**src/core/aiss_pkg.sv**
```systemverilog
// shared constants for the converter sequencer and its two-wire slave port
package aiss_pkg;

	// system clock and timing
	localparam int unsigned CLK_HZ             = 40_000_000;
	localparam int unsigned EXT_MIN_FREQ_HZ    = 10_000;
	// longest gap between external clock edges, rounded down to whole cycles
	localparam int unsigned EXT_TIMEOUT_CYC    = CLK_HZ / EXT_MIN_FREQ_HZ;
	localparam int unsigned FILTER_NULL_DIV    = 5120;

	// transfer geometry
	localparam int unsigned RESULT_BITS        = 32;
	localparam int unsigned BYTE_BITS          = 8;
	localparam int unsigned BYTES_PER_READ     = 4;
	localparam int unsigned ADDR_BITS          = 7;

	// configuration byte, bit positions as received msb first
	localparam int unsigned CFG_RSVD_MSB       = 7;
	localparam int unsigned CFG_RSVD_LSB       = 4;
	localparam int unsigned CFG_TEMP_BIT       = 3;
	localparam int unsigned CFG_REJ_A_BIT      = 2;
	localparam int unsigned CFG_REJ_B_BIT      = 1;
	localparam int unsigned CFG_RATE_BIT       = 0;
	localparam logic [7:0]  CFG_RESET          = 8'h00;

	// out-of-range result codes
	localparam logic [31:0] OVER_CODE          = 32'hC0000000;
	localparam logic [31:0] UNDER_CODE         = 32'h3FFFFFFF;

	// three-level address pin codes from the pad sensor
	localparam logic [1:0]  TRI_LOW            = 2'h0;
	localparam logic [1:0]  TRI_HIGH           = 2'h1;
	localparam logic [1:0]  TRI_FLOAT          = 2'h2;

	typedef enum logic [1:0] {
		SEQ_CONVERT = 2'h0,
		SEQ_SLEEP   = 2'h1,
		SEQ_IO      = 2'h3
	} aiss_seq_type;

	typedef enum logic [2:0] {
		BUS_IDLE     = 3'h0,
		BUS_ADDR     = 3'h1,
		BUS_ADDR_ACK = 3'h3,
		BUS_WR_DATA  = 3'h2,
		BUS_WR_ACK   = 3'h6,
		BUS_RD_DATA  = 3'h7,
		BUS_RD_ACK   = 3'h5
	} aiss_bus_type;

endpackage

```
**src/core/aiss_adc_i2c_slave_sequencer.sv**
```systemverilog
// digital sequencer and two-wire slave port of the delta-sigma converter
`timescale 1ns/1ps
module aiss_adc_i2c_slave_sequencer #(
	parameter logic [3:0]  ADDR_BASE    = 4'h2,   // arbitrary upper address bits
	parameter int unsigned INT_TICK_DIV = 130
) (
	// system
	input  wire logic        clk_sys,
	input  wire logic        rst,
	// two-wire bus
	input  wire logic        scl_in,
	input  wire logic        sda_in,
	output logic             sda_out,
	output logic             sda_oe,
	// address select pins
	input  wire logic [1:0]  addr_pin_tristate,
	input  wire logic        addr_or_clock_pin,
	// converter core
	input  wire logic        conv_done,
	input  wire logic [31:0] conv_word,
	input  wire logic        conv_over,
	input  wire logic        conv_under,
	output logic             conv_run,
	output logic             conv_start,
	output logic             conv_tick,
	output logic             filter_null_tick,
	// configuration and status
	output logic             temp_input_sel,
	output logic             line_reject_sel_a,
	output logic             line_reject_sel_b,
	output logic             double_rate_sel,
	output logic             ext_clock_mode,
	output logic             sleep_mode
);

	localparam int unsigned TW = $clog2(INT_TICK_DIV);
	localparam int unsigned NW = $clog2(aiss_pkg::FILTER_NULL_DIV);

	if (INT_TICK_DIV < 2)
	begin : g_bad_div
		$error("internal tick divider must be at least two");
	end

	// synchronised pins
	logic [4:0] pins_s;
	logic       scl_s;
	logic       sda_s;
	logic [1:0] ca1_s;
	logic       ca0_s;

	aiss_sync #(
		.W (5)
	) u_sync (
		.clk_sys (clk_sys),
		.rst     (rst),
		.d       ({scl_in, sda_in, addr_pin_tristate, addr_or_clock_pin}),
		.q       (pins_s)
	);

	assign scl_s = pins_s[4];
	assign sda_s = pins_s[3];
	assign ca1_s = pins_s[2:1];
	assign ca0_s = pins_s[0];

	logic ext_rise;

	aiss_clk_detect #(
		.TIMEOUT_CYC (aiss_pkg::EXT_TIMEOUT_CYC)
	) u_clk_detect (
		.clk_sys  (clk_sys),
		.rst      (rst),
		.pin_s    (ca0_s),
		.ext_mode (ext_clock_mode),
		.ext_rise (ext_rise)
	);

	// bus condition decode
	logic scl_p_q;
	logic sda_p_q;
	logic scl_rise;
	logic scl_fall;
	logic start_det;
	logic stop_det;

	assign scl_rise  = scl_s & ~scl_p_q;
	assign scl_fall  = ~scl_s & scl_p_q;
	assign start_det = scl_s & scl_p_q & sda_p_q & ~sda_s;
	assign stop_det  = scl_s & scl_p_q & ~sda_p_q & sda_s;

	// own address
	logic [1:0] ca1_code;
	logic       ca0_bit;
	logic [6:0] own_addr;

	assign ca1_code = (ca1_s == aiss_pkg::TRI_HIGH)  ? 2'h1 :
	                  (ca1_s == aiss_pkg::TRI_FLOAT) ? 2'h2 : 2'h0;
	assign ca0_bit  = ext_clock_mode | ca0_s;
	assign own_addr = {ADDR_BASE, ca1_code, ca0_bit};

	// state
	aiss_pkg::aiss_seq_type seq_q;
	aiss_pkg::aiss_seq_type seq_d;
	aiss_pkg::aiss_bus_type bus_q;
	aiss_pkg::aiss_bus_type bus_d;
	logic [3:0]   bit_cnt_q;
	logic [3:0]   bit_cnt_d;
	logic [1:0]   byte_cnt_q;
	logic [1:0]   byte_cnt_d;
	logic [7:0]   shin_q;
	logic [7:0]   shin_d;
	logic [31:0]  tx_q;
	logic [31:0]  tx_d;
	logic [31:0]  result_q;
	logic [31:0]  result_d;
	logic [7:0]   cfg_q;
	logic [7:0]   cfg_d;
	logic [7:0]   new_cfg_q;
	logic [7:0]   new_cfg_d;
	logic         rw_q;
	logic         rw_d;
	logic         oe_q;
	logic         oe_d;
	logic         mack_q;
	logic         mack_d;
	logic         wr_pend_q;
	logic         wr_pend_d;
	logic         conv_req;
	logic         addr_hit;

	logic ready;
	logic addr_match;
	logic byte_full;
	logic cfg_valid;
	logic last_byte;

	assign ready      = (seq_q != aiss_pkg::SEQ_CONVERT);
	assign addr_match = (shin_q[7:1] == own_addr);
	assign byte_full  = (bit_cnt_q == 4'(aiss_pkg::BYTE_BITS));
	assign last_byte  = (byte_cnt_q == 2'(aiss_pkg::BYTES_PER_READ - 1));
	assign cfg_valid  = (shin_q[aiss_pkg::CFG_RSVD_MSB:aiss_pkg::CFG_RSVD_LSB] == 4'h0)
	                    & ~(shin_q[aiss_pkg::CFG_REJ_A_BIT] & shin_q[aiss_pkg::CFG_REJ_B_BIT]);

	// bus protocol engine; all decisions are made on synchronised edges
	always_comb
	begin
		bus_d      = bus_q;
		bit_cnt_d  = bit_cnt_q;
		byte_cnt_d = byte_cnt_q;
		shin_d     = shin_q;
		tx_d       = tx_q;
		rw_d       = rw_q;
		oe_d       = oe_q;
		mack_d     = mack_q;
		wr_pend_d  = wr_pend_q;
		new_cfg_d  = new_cfg_q;
		cfg_d      = cfg_q;
		conv_req   = 1'b0;
		addr_hit   = 1'b0;
		if (start_det)
		begin
			bus_d     = aiss_pkg::BUS_ADDR;
			bit_cnt_d = 4'h0;
			oe_d      = 1'b0;
		end
		else if (stop_det)
		begin
			bus_d     = aiss_pkg::BUS_IDLE;
			oe_d      = 1'b0;
			wr_pend_d = 1'b0;
			if (wr_pend_q)
			begin
				cfg_d    = new_cfg_q;
				conv_req = 1'b1;
			end
		end
		else
		begin
			unique case (bus_q)
				aiss_pkg::BUS_IDLE:
				begin
				end
				aiss_pkg::BUS_ADDR:
				begin
					if (scl_rise)
					begin
						shin_d    = {shin_q[6:0], sda_s};
						bit_cnt_d = bit_cnt_q + 4'h1;
					end
					else if (scl_fall && byte_full)
					begin
						bit_cnt_d = 4'h0;
						if (addr_match && ready)
						begin
							bus_d    = aiss_pkg::BUS_ADDR_ACK;
							oe_d     = 1'b1;
							rw_d     = shin_q[0];
							tx_d     = result_q;
							addr_hit = 1'b1;
						end
						else
							bus_d = aiss_pkg::BUS_IDLE;
					end
				end
				aiss_pkg::BUS_ADDR_ACK:
				begin
					if (scl_fall)
					begin
						byte_cnt_d = 2'h0;
						if (rw_q)
						begin
							bus_d = aiss_pkg::BUS_RD_DATA;
							oe_d  = ~tx_q[31];
						end
						else
						begin
							bus_d = aiss_pkg::BUS_WR_DATA;
							oe_d  = 1'b0;
						end
					end
				end
				aiss_pkg::BUS_RD_DATA:
				begin
					if (scl_fall)
					begin
						bit_cnt_d = bit_cnt_q + 4'h1;
						tx_d      = {tx_q[30:0], 1'b0};
						if (bit_cnt_q == 4'(aiss_pkg::BYTE_BITS - 1))
						begin
							bus_d = aiss_pkg::BUS_RD_ACK;
							oe_d  = 1'b0;
						end
						else
							oe_d = ~tx_q[30];
					end
				end
				aiss_pkg::BUS_RD_ACK:
				begin
					if (scl_rise)
						mack_d = sda_s;
					else if (scl_fall)
					begin
						bit_cnt_d = 4'h0;
						if (last_byte)
						begin
							bus_d    = aiss_pkg::BUS_IDLE;
							conv_req = 1'b1;
						end
						else if (!mack_q)
						begin
							bus_d      = aiss_pkg::BUS_RD_DATA;
							byte_cnt_d = byte_cnt_q + 2'h1;
							oe_d       = ~tx_q[31];
						end
						else
							bus_d = aiss_pkg::BUS_IDLE;
					end
				end
				aiss_pkg::BUS_WR_DATA:
				begin
					if (scl_rise)
					begin
						shin_d    = {shin_q[6:0], sda_s};
						bit_cnt_d = bit_cnt_q + 4'h1;
					end
					else if (scl_fall && byte_full)
					begin
						bus_d     = aiss_pkg::BUS_WR_ACK;
						bit_cnt_d = 4'h0;
						oe_d      = 1'b1;
					end
				end
				aiss_pkg::BUS_WR_ACK:
				begin
					if (scl_fall)
					begin
						// further bytes are ignored until the next start
						bus_d     = aiss_pkg::BUS_IDLE;
						oe_d      = 1'b0;
						wr_pend_d = cfg_valid;
						new_cfg_d = shin_q;
					end
				end
				default:
				begin
					bus_d = aiss_pkg::BUS_IDLE;
					oe_d  = 1'b0;
				end
			endcase
		end
	end

	assign result_d = conv_over  ? aiss_pkg::OVER_CODE  :
	                  conv_under ? aiss_pkg::UNDER_CODE : conv_word;

	always_comb
	begin
		seq_d = seq_q;
		unique case (seq_q)
			aiss_pkg::SEQ_CONVERT:
			begin
				if (conv_done)
					seq_d = aiss_pkg::SEQ_SLEEP;
			end
			aiss_pkg::SEQ_SLEEP:
			begin
				if (addr_hit)
					seq_d = aiss_pkg::SEQ_IO;
			end
			aiss_pkg::SEQ_IO:
			begin
				if (conv_req)
					seq_d = aiss_pkg::SEQ_CONVERT;
				else if (stop_det)
					seq_d = aiss_pkg::SEQ_SLEEP;
			end
			default:
				seq_d = aiss_pkg::SEQ_CONVERT;
		endcase
	end

	always_ff @(posedge clk_sys or posedge rst)
	begin
		if (rst)
		begin
			scl_p_q    <= 1'b1;
			sda_p_q    <= 1'b1;
			bus_q      <= aiss_pkg::BUS_IDLE;
			bit_cnt_q  <= 4'h0;
			byte_cnt_q <= 2'h0;
			shin_q     <= 8'h00;
			tx_q       <= 32'h00000000;
			rw_q       <= 1'b0;
			oe_q       <= 1'b0;
			mack_q     <= 1'b1;
			wr_pend_q  <= 1'b0;
			new_cfg_q  <= aiss_pkg::CFG_RESET;
		end
		else
		begin
			scl_p_q    <= scl_s;
			sda_p_q    <= sda_s;
			bus_q      <= bus_d;
			bit_cnt_q  <= bit_cnt_d;
			byte_cnt_q <= byte_cnt_d;
			shin_q     <= shin_d;
			tx_q       <= tx_d;
			rw_q       <= rw_d;
			oe_q       <= oe_d;
			mack_q     <= mack_d;
			wr_pend_q  <= wr_pend_d;
			new_cfg_q  <= new_cfg_d;
		end
	end

	always_ff @(posedge clk_sys or posedge rst)
	begin
		if (rst)
		begin
			seq_q      <= aiss_pkg::SEQ_CONVERT;
			cfg_q      <= aiss_pkg::CFG_RESET;
			result_q   <= 32'h00000000;
			conv_start <= 1'b1;
		end
		else
		begin
			seq_q      <= seq_d;
			cfg_q      <= cfg_d;
			conv_start <= conv_req;
			if (seq_q == aiss_pkg::SEQ_CONVERT && conv_done)
				result_q <= result_d;
		end
	end

	assign sleep_mode = (seq_q == aiss_pkg::SEQ_SLEEP);
	assign conv_run   = (seq_q == aiss_pkg::SEQ_CONVERT);

	assign sda_out = 1'b0;
	assign sda_oe  = oe_q;

	assign temp_input_sel    = cfg_q[aiss_pkg::CFG_TEMP_BIT];
	assign line_reject_sel_a = cfg_q[aiss_pkg::CFG_REJ_A_BIT];
	assign line_reject_sel_b = cfg_q[aiss_pkg::CFG_REJ_B_BIT];
	// the temperature input always runs at normal speed
	assign double_rate_sel   = cfg_q[aiss_pkg::CFG_RATE_BIT] & ~cfg_q[aiss_pkg::CFG_TEMP_BIT];

	// conversion clock: internal divider or the external pin edges
	logic [TW-1:0] int_cnt_q;
	logic [NW-1:0] null_cnt_q;
	logic          int_tick;
	logic          tick_src;
	logic          null_wrap;

	assign int_tick  = (int_cnt_q == TW'(INT_TICK_DIV - 1));
	assign tick_src  = ext_clock_mode ? ext_rise : int_tick;
	assign null_wrap = (null_cnt_q == NW'(aiss_pkg::FILTER_NULL_DIV - 1));

	always_ff @(posedge clk_sys or posedge rst)
	begin
		if (rst)
		begin
			int_cnt_q        <= '0;
			null_cnt_q       <= '0;
			conv_tick        <= 1'b0;
			filter_null_tick <= 1'b0;
		end
		else
		begin
			int_cnt_q        <= int_tick ? '0 : int_cnt_q + TW'(1);
			conv_tick        <= tick_src;
			filter_null_tick <= tick_src & null_wrap;
			if (tick_src)
				null_cnt_q <= null_wrap ? '0 : null_cnt_q + NW'(1);
		end
	end

endmodule // aiss_adc_i2c_slave_sequencer

```
**src/core/aiss_sync.sv**
```systemverilog
// two-flop synchroniser for pin inputs
`timescale 1ns/1ps
module aiss_sync #(
	parameter int unsigned W = 1
) (
	// clock and reset
	input  wire logic         clk_sys,
	input  wire logic         rst,
	// pins and synchronised copy
	input  wire logic [W-1:0] d,
	output logic      [W-1:0] q
);

	logic [W-1:0] s1_q;

	always_ff @(posedge clk_sys or posedge rst)
	begin
		if (rst)
		begin
			s1_q <= '0;
			q    <= '0;
		end
		else
		begin
			s1_q <= d;
			q    <= s1_q;
		end
	end

endmodule // aiss_sync

```
**src/core/aiss_clk_detect.sv**
```systemverilog
// decides whether the dual-purpose address pin carries a clock
`timescale 1ns/1ps
module aiss_clk_detect #(
	parameter int unsigned TIMEOUT_CYC = aiss_pkg::EXT_TIMEOUT_CYC
) (
	// clock and reset
	input  wire logic clk_sys,
	input  wire logic rst,
	// synchronised pin level
	input  wire logic pin_s,
	// detection result
	output logic      ext_mode,
	output logic      ext_rise
);

	localparam int unsigned CW = $clog2(TIMEOUT_CYC + 1);

	if (TIMEOUT_CYC < 2)
	begin : g_bad_timeout
		$error("timeout must be at least two cycles");
	end

	logic          pin_p_q;
	logic [CW-1:0] gap_q;
	logic          rise;
	logic          expired;

	assign rise     = pin_s & ~pin_p_q;
	assign expired  = (gap_q == CW'(TIMEOUT_CYC));
	assign ext_rise = rise & ext_mode;

	// the pin counts as a clock only while rising edges keep coming within the timeout
	always_ff @(posedge clk_sys or posedge rst)
	begin
		if (rst)
		begin
			pin_p_q  <= 1'b0;
			gap_q    <= '0;
			ext_mode <= 1'b0;
		end
		else
		begin
			pin_p_q <= pin_s;
			if (rise)
			begin
				ext_mode <= ~expired;
				gap_q    <= '0;
			end
			else if (expired)
				ext_mode <= 1'b0;
			else
				gap_q <= gap_q + CW'(1);
		end
	end

endmodule // aiss_clk_detect

```
**config.mk**
```make
export PLATFORM = sky130hd
export DESIGN_NAME = aiss_adc_i2c_slave_sequencer
export DESIGN_NICKNAME = d
export VERILOG_FILES = /design/src/core/aiss_pkg.sv /design/src/core/aiss_adc_i2c_slave_sequencer.sv /design/src/core/aiss_sync.sv /design/src/core/aiss_clk_detect.sv
export SDC_FILE = /design/constraint.sdc
export NUM_CORES = 1
export LEC_CHECK = 0
export ABC_AREA = 1
export ABC_CLOCK_PERIOD_IN_PS = 5100
export BUFFER_PORTS_ARGS = -buffer_cell sky130_fd_sc_hd__buf_2
export CELL_PAD_IN_SITES_DETAIL_PLACEMENT = 1
export CELL_PAD_IN_SITES_GLOBAL_PLACEMENT = 1
export CORE_MARGIN = 1.5
export CORE_UTILIZATION = 45
export CTS_BUF_LIST = sky130_fd_sc_hd__clkbuf_2 sky130_fd_sc_hd__clkbuf_4 sky130_fd_sc_hd__clkbuf_8
export CTS_CLUSTER_DIAMETER = 50
export DETAILED_ROUTE_END_ITERATION = 10
export GPL_TIMING_DRIVEN = 0
export PLACE_DENSITY_LB_ADDON = 0.15
export RECOVER_POWER = 50
export SLEW_MARGIN = 20
export SYNTH_ARGS = -nofsm -noshare
export SYNTH_HDL_FRONTEND = slang
export SYNTH_SLANG_ARGS = --single-unit
```
**constraint.sdc**
```tcl
create_clock -name clk_sys -period 5.1 [get_ports clk_sys]
set_input_delay 0 -clock clk_sys [delete_from_list [all_inputs] [get_ports clk_sys]]
set_output_delay 0 -clock clk_sys [all_outputs]
set_load 0.1 [all_outputs]
```
==> impl_metrics.py <==
metrics = {
    "floorplanning": {
        "die_h_microns": 128,
        "core_sq_um": 15200,
        "num_rows": 45,
        "die_area_sq_um": 16400,
        "io_pins": 54,
        "start_util_pct": 46.2,
        "die_x_microns": 128,
    },
    "sta": {
        "rsz0062_at_grt": "no",
        "setup_viol": 0,
        "hold_viol_final": 0,
        "finalMaxSlewViolations": 55,
        "whs_ps": 199,
        "worst_clock_skew_ps": 11.4,
        "tightest_slew_ps": 2550,
        "period_needed_ps": 2090,
        "slew_headroom_pct": -71.1,
        "max_freq_mhz": 479,
        "tns_ps": 0,
        "fin_crit_sh_pct": 41.0,
    },
    "yosys": {
        "avgSynthCellArea_sq_um": 8.19,
        "synth_mux_area_share_pct": 0.160,
        "ys_dominant_reg_cell": "dfrtp_1",
        "synth_compound_area_share_pct": 14.4,
        "syn_area_sq_um": 7030,
        "synth_top_family_by_area": "simple AND/OR/NAND/NOR gates",
        "ys_seq_area_share_pct": 51.7,
        "syn_nets": 908,
        "synth-simple-area-share_pct": 23.0,
        "synth_cell_types": 38,
        "yosys.area_share.xor_xnor_pct": 1.62,
        "synthAdderAreaFrac_pct": 1.42,
        "ys_seq_elements": 145,
        "yosys_warnings": 0,
        "synth-edff-count": 0,
        "syn_inst": 858,
        "async_flop_share_pct": 100,
    },
    "power_and_ir_drop": {
        "power_w": 0.00267,
        "ir_drop_mv": 0.164,
        "clock_power_share_pct": 34.6,
        "comb_power_share_pct": 16.9,
        "p_leak_nw": 4.13,
        "intPower_w": 0.00190,
        "seqPwrFrac_pct": 48.4,
        "power_density_nw_per_um2": 319,
        "p_sw_share_pct": 28.8,
        "p_sw_w": 0.000768,
    },
    "worst_setup_path": {
        "worst_setup_path_end_kind": "asynchronous set/reset pin",
        "crit_arrival_ps": 2660,
        "r2r-end": "bit_cnt_q[1]$_DFFE_PP0P_",
        "critPathKind": "in2async",
        "path_max_fanout": 91,
        "critPathLaunchType": "input pin",
        "crit-reg2reg-launch": "scl_p_q$_DFF_PP1_",
        "critPathSlowestCell": "clkinvlp_2",
        "reg2reg_setup_slack_ps": 3060,
        "critPathRequiredTime_ps": 5670,
        "reg2reg_depth": 10,
        "critical-path-max-stage-delay_ps": 1450,
        "path_cells": "dlygate4sd3_1 > buf_2 > clkinvlp_2 > buf_16",
    },
    "place": {
        "dpl.hpwl_microns": 13500,
        "gp_congestion": 0.871,
        "port_buffers": 52,
        "dpl-instance-area_sq_um": 7560,
        "dp.cells": 1099,
    },
    "detailed_routing": {
        "drc": 0,
        "detail_route.wl_per_cell_microns": 16.6,
        "vias_per_cell": 5.34,
        "dr.first_iter.drc_count": 312,
        "num_vias": 6238,
        "first_pass_iters": 5,
        "totalWireLength_microns": 19400,
        "drt.antenna.violating_nets": 0,
    },
    "clock_network": {
        "cts.path.max_buffers": 2,
        "htreeDepth": 4,
        "numCtsBuffers": 17,
        "root_buffer": "clkbuf_8",
        "cts_tree": "done",
        "clk_transition_reported_paths_ps": 80,
        "clock_latency_ps": 450,
        "cts.sinks": 145,
    },
    "status": {
        "status": "finished, violations left",
        "violations": "max-capacitance violations, max-slew violations",
    },
    "finish": {
        "antennaDiodeCount": 0,
        "mostFrequentLayoutCells": "222 x nand2_1, 141 x dfrtp_1, 90 x o21ai_0",
        "final_nets": 1021,
        "final_common_cell": "nand2_1",
        "synthToLayoutAreaGrowth_pct": 18.9,
        "instances_no_fill": 1169,
        "final_area_sq_um": 8350,
        "drive_gt1_share_pct": 12.7,
    },
    "hold_path": {
        "hold_depth": 2,
        "hold_path_class": "in2reg",
        "min-delay-start": "addr_pin_tristate[1]",
        "whs_endpoint": "u_sync.s1_q[2]$_DFF_PP0_",
    },
    "global_route": {
        "grt_usage_pct": 25.6,
        "grt_start_max_net_pins": 92,
        "grt_pass1_vias": 6839,
        "overflow": 0,
        "grt_pass1_wl_microns": 32900,
        "antenna_found_initial": 0,
    },
    "flow_run": {
        "cap_violations": 1,
    },
}
how the worst max path moves through the flow:
stage / start / endpoint / cells after the start
after global routing: rst / tx_q[31]$_DFFE_PP0P_ / 4
after floorplan: rst / bit_cnt_q[0]$_DFFE_PP0P_ / 1
final: rst / result_q[24]$_DFFE_PP0P_ / 4
after global placement: rst / result_q[27]$_DFFE_PP0P_ / 2
after detailed placement: scl_p_q$_DFF_PP1_ / sda_oe$_DFFE_PP0P_ / 11
after CTS: int_cnt_q[1]$_DFF_PP0_ / null_cnt_q[3]$_DFFE_PP0N_ / 9
cell families after synthesis:
kind of cell	after synthesis
AOI/OAI and AO/OA	182
xor gates and xnor gates	13
adders and majority gates	8
buffers and inverters	127
DFF	145
muxes	1
other	1
and+or+nand+nor	381
through the flow:
step	worst slack (ps)	utilization (%)
after floorplan	1210	-
after global placement	-431	49.5
after detailed placement	3060	49.7
after CTS	3060	55.0
after global routing	2690	54.9
final	3010	54.9
sequential cells by signal (all words and copies together) (netlist names), 2 cells and up:
register	count
byte_cnt_q	2
bit_cnt_q	4
shin_q	8
u_clk_detect.gap_q	12
bus_q	3
int_cnt_q	8
tx_q	32
new_cfg_q	4
cfg_q	4
null_cnt_q	13
u_sync.s1_q	5
seq_q	2
u_sync.q	5
result_q	32
layer usage:
| layer | GRT usage [%] | vias up | wire length [microns] |
|---|---|---|---|
| li1 | - | 3005 | - |
| met5 | 0 | - | 0 |
| met4 | 9.12 | 0 | 238 |
| met2 | 47.4 | 99 | 10400 |
| met1 | 29.8 | 3114 | 8230 |
| met3 | 4.22 | 20 | 516 |
Yosys cell counts (5+ instances only):
cell type / count / share of area [%]
xor2_1: 12 / 1.5
nor3_1: 11 / 0.78
nand2_1: 222 / 12
a21oi_1: 29 / 2.1
o21ai_1: 21 / 1.5
nand4_1: 10 / 0.89
buf_6: 5 / 0.80
nand2_2: 5 / 0.45
inv_1: 90 / 4.8
nor2_1: 83 / 4.4
clkbuf_1: 18 / 0.96
o211ai_1: 33 / 3.5
o21ai_0: 90 / 6.4
nand3_1: 29 / 2.1
buf_2: 6 / 0.43
ha_1: 8 / 1.4
dfrtp_1: 141 / 50
repair_timing:
action | CTS | global route
setup buffers | 0 | 0
hold buffers | 41 | 0
hold endpoints to repair | 93 | 0
gates resized for setup | 0 | 0
worst max-delay path, delay by kind of cell:
family | cells | cell delay, ps
buf+inv | 4 | 2530
cell type report:
class	instances	area [sq um]
fillers	1841	6850
flip-flops and latches	145	3630
multi-input cells	586	2860
repair buffers	94	697
inverters	94	354
clock buffers	22	284
well taps	188	235
plain buffers	33	184
clock inverters	7	110
power by group through the flow:
stage | Combinational, W | Clock (W) | Sequential [W]
floorplan | 0.000300 | 0 | 0.00130
global placement | 0.000391 | 0 | 0.00130
detailed placement | 0.000419 | 0 | 0.00131
CTS | 0.000451 | 0.000951 | 0.00129
global route | 0.000508 | 0.000993 | 0.00130
finish | 0.000451 | 0.000924 | 0.00129
No activity file was read; power rests on OpenSTA's default activity.
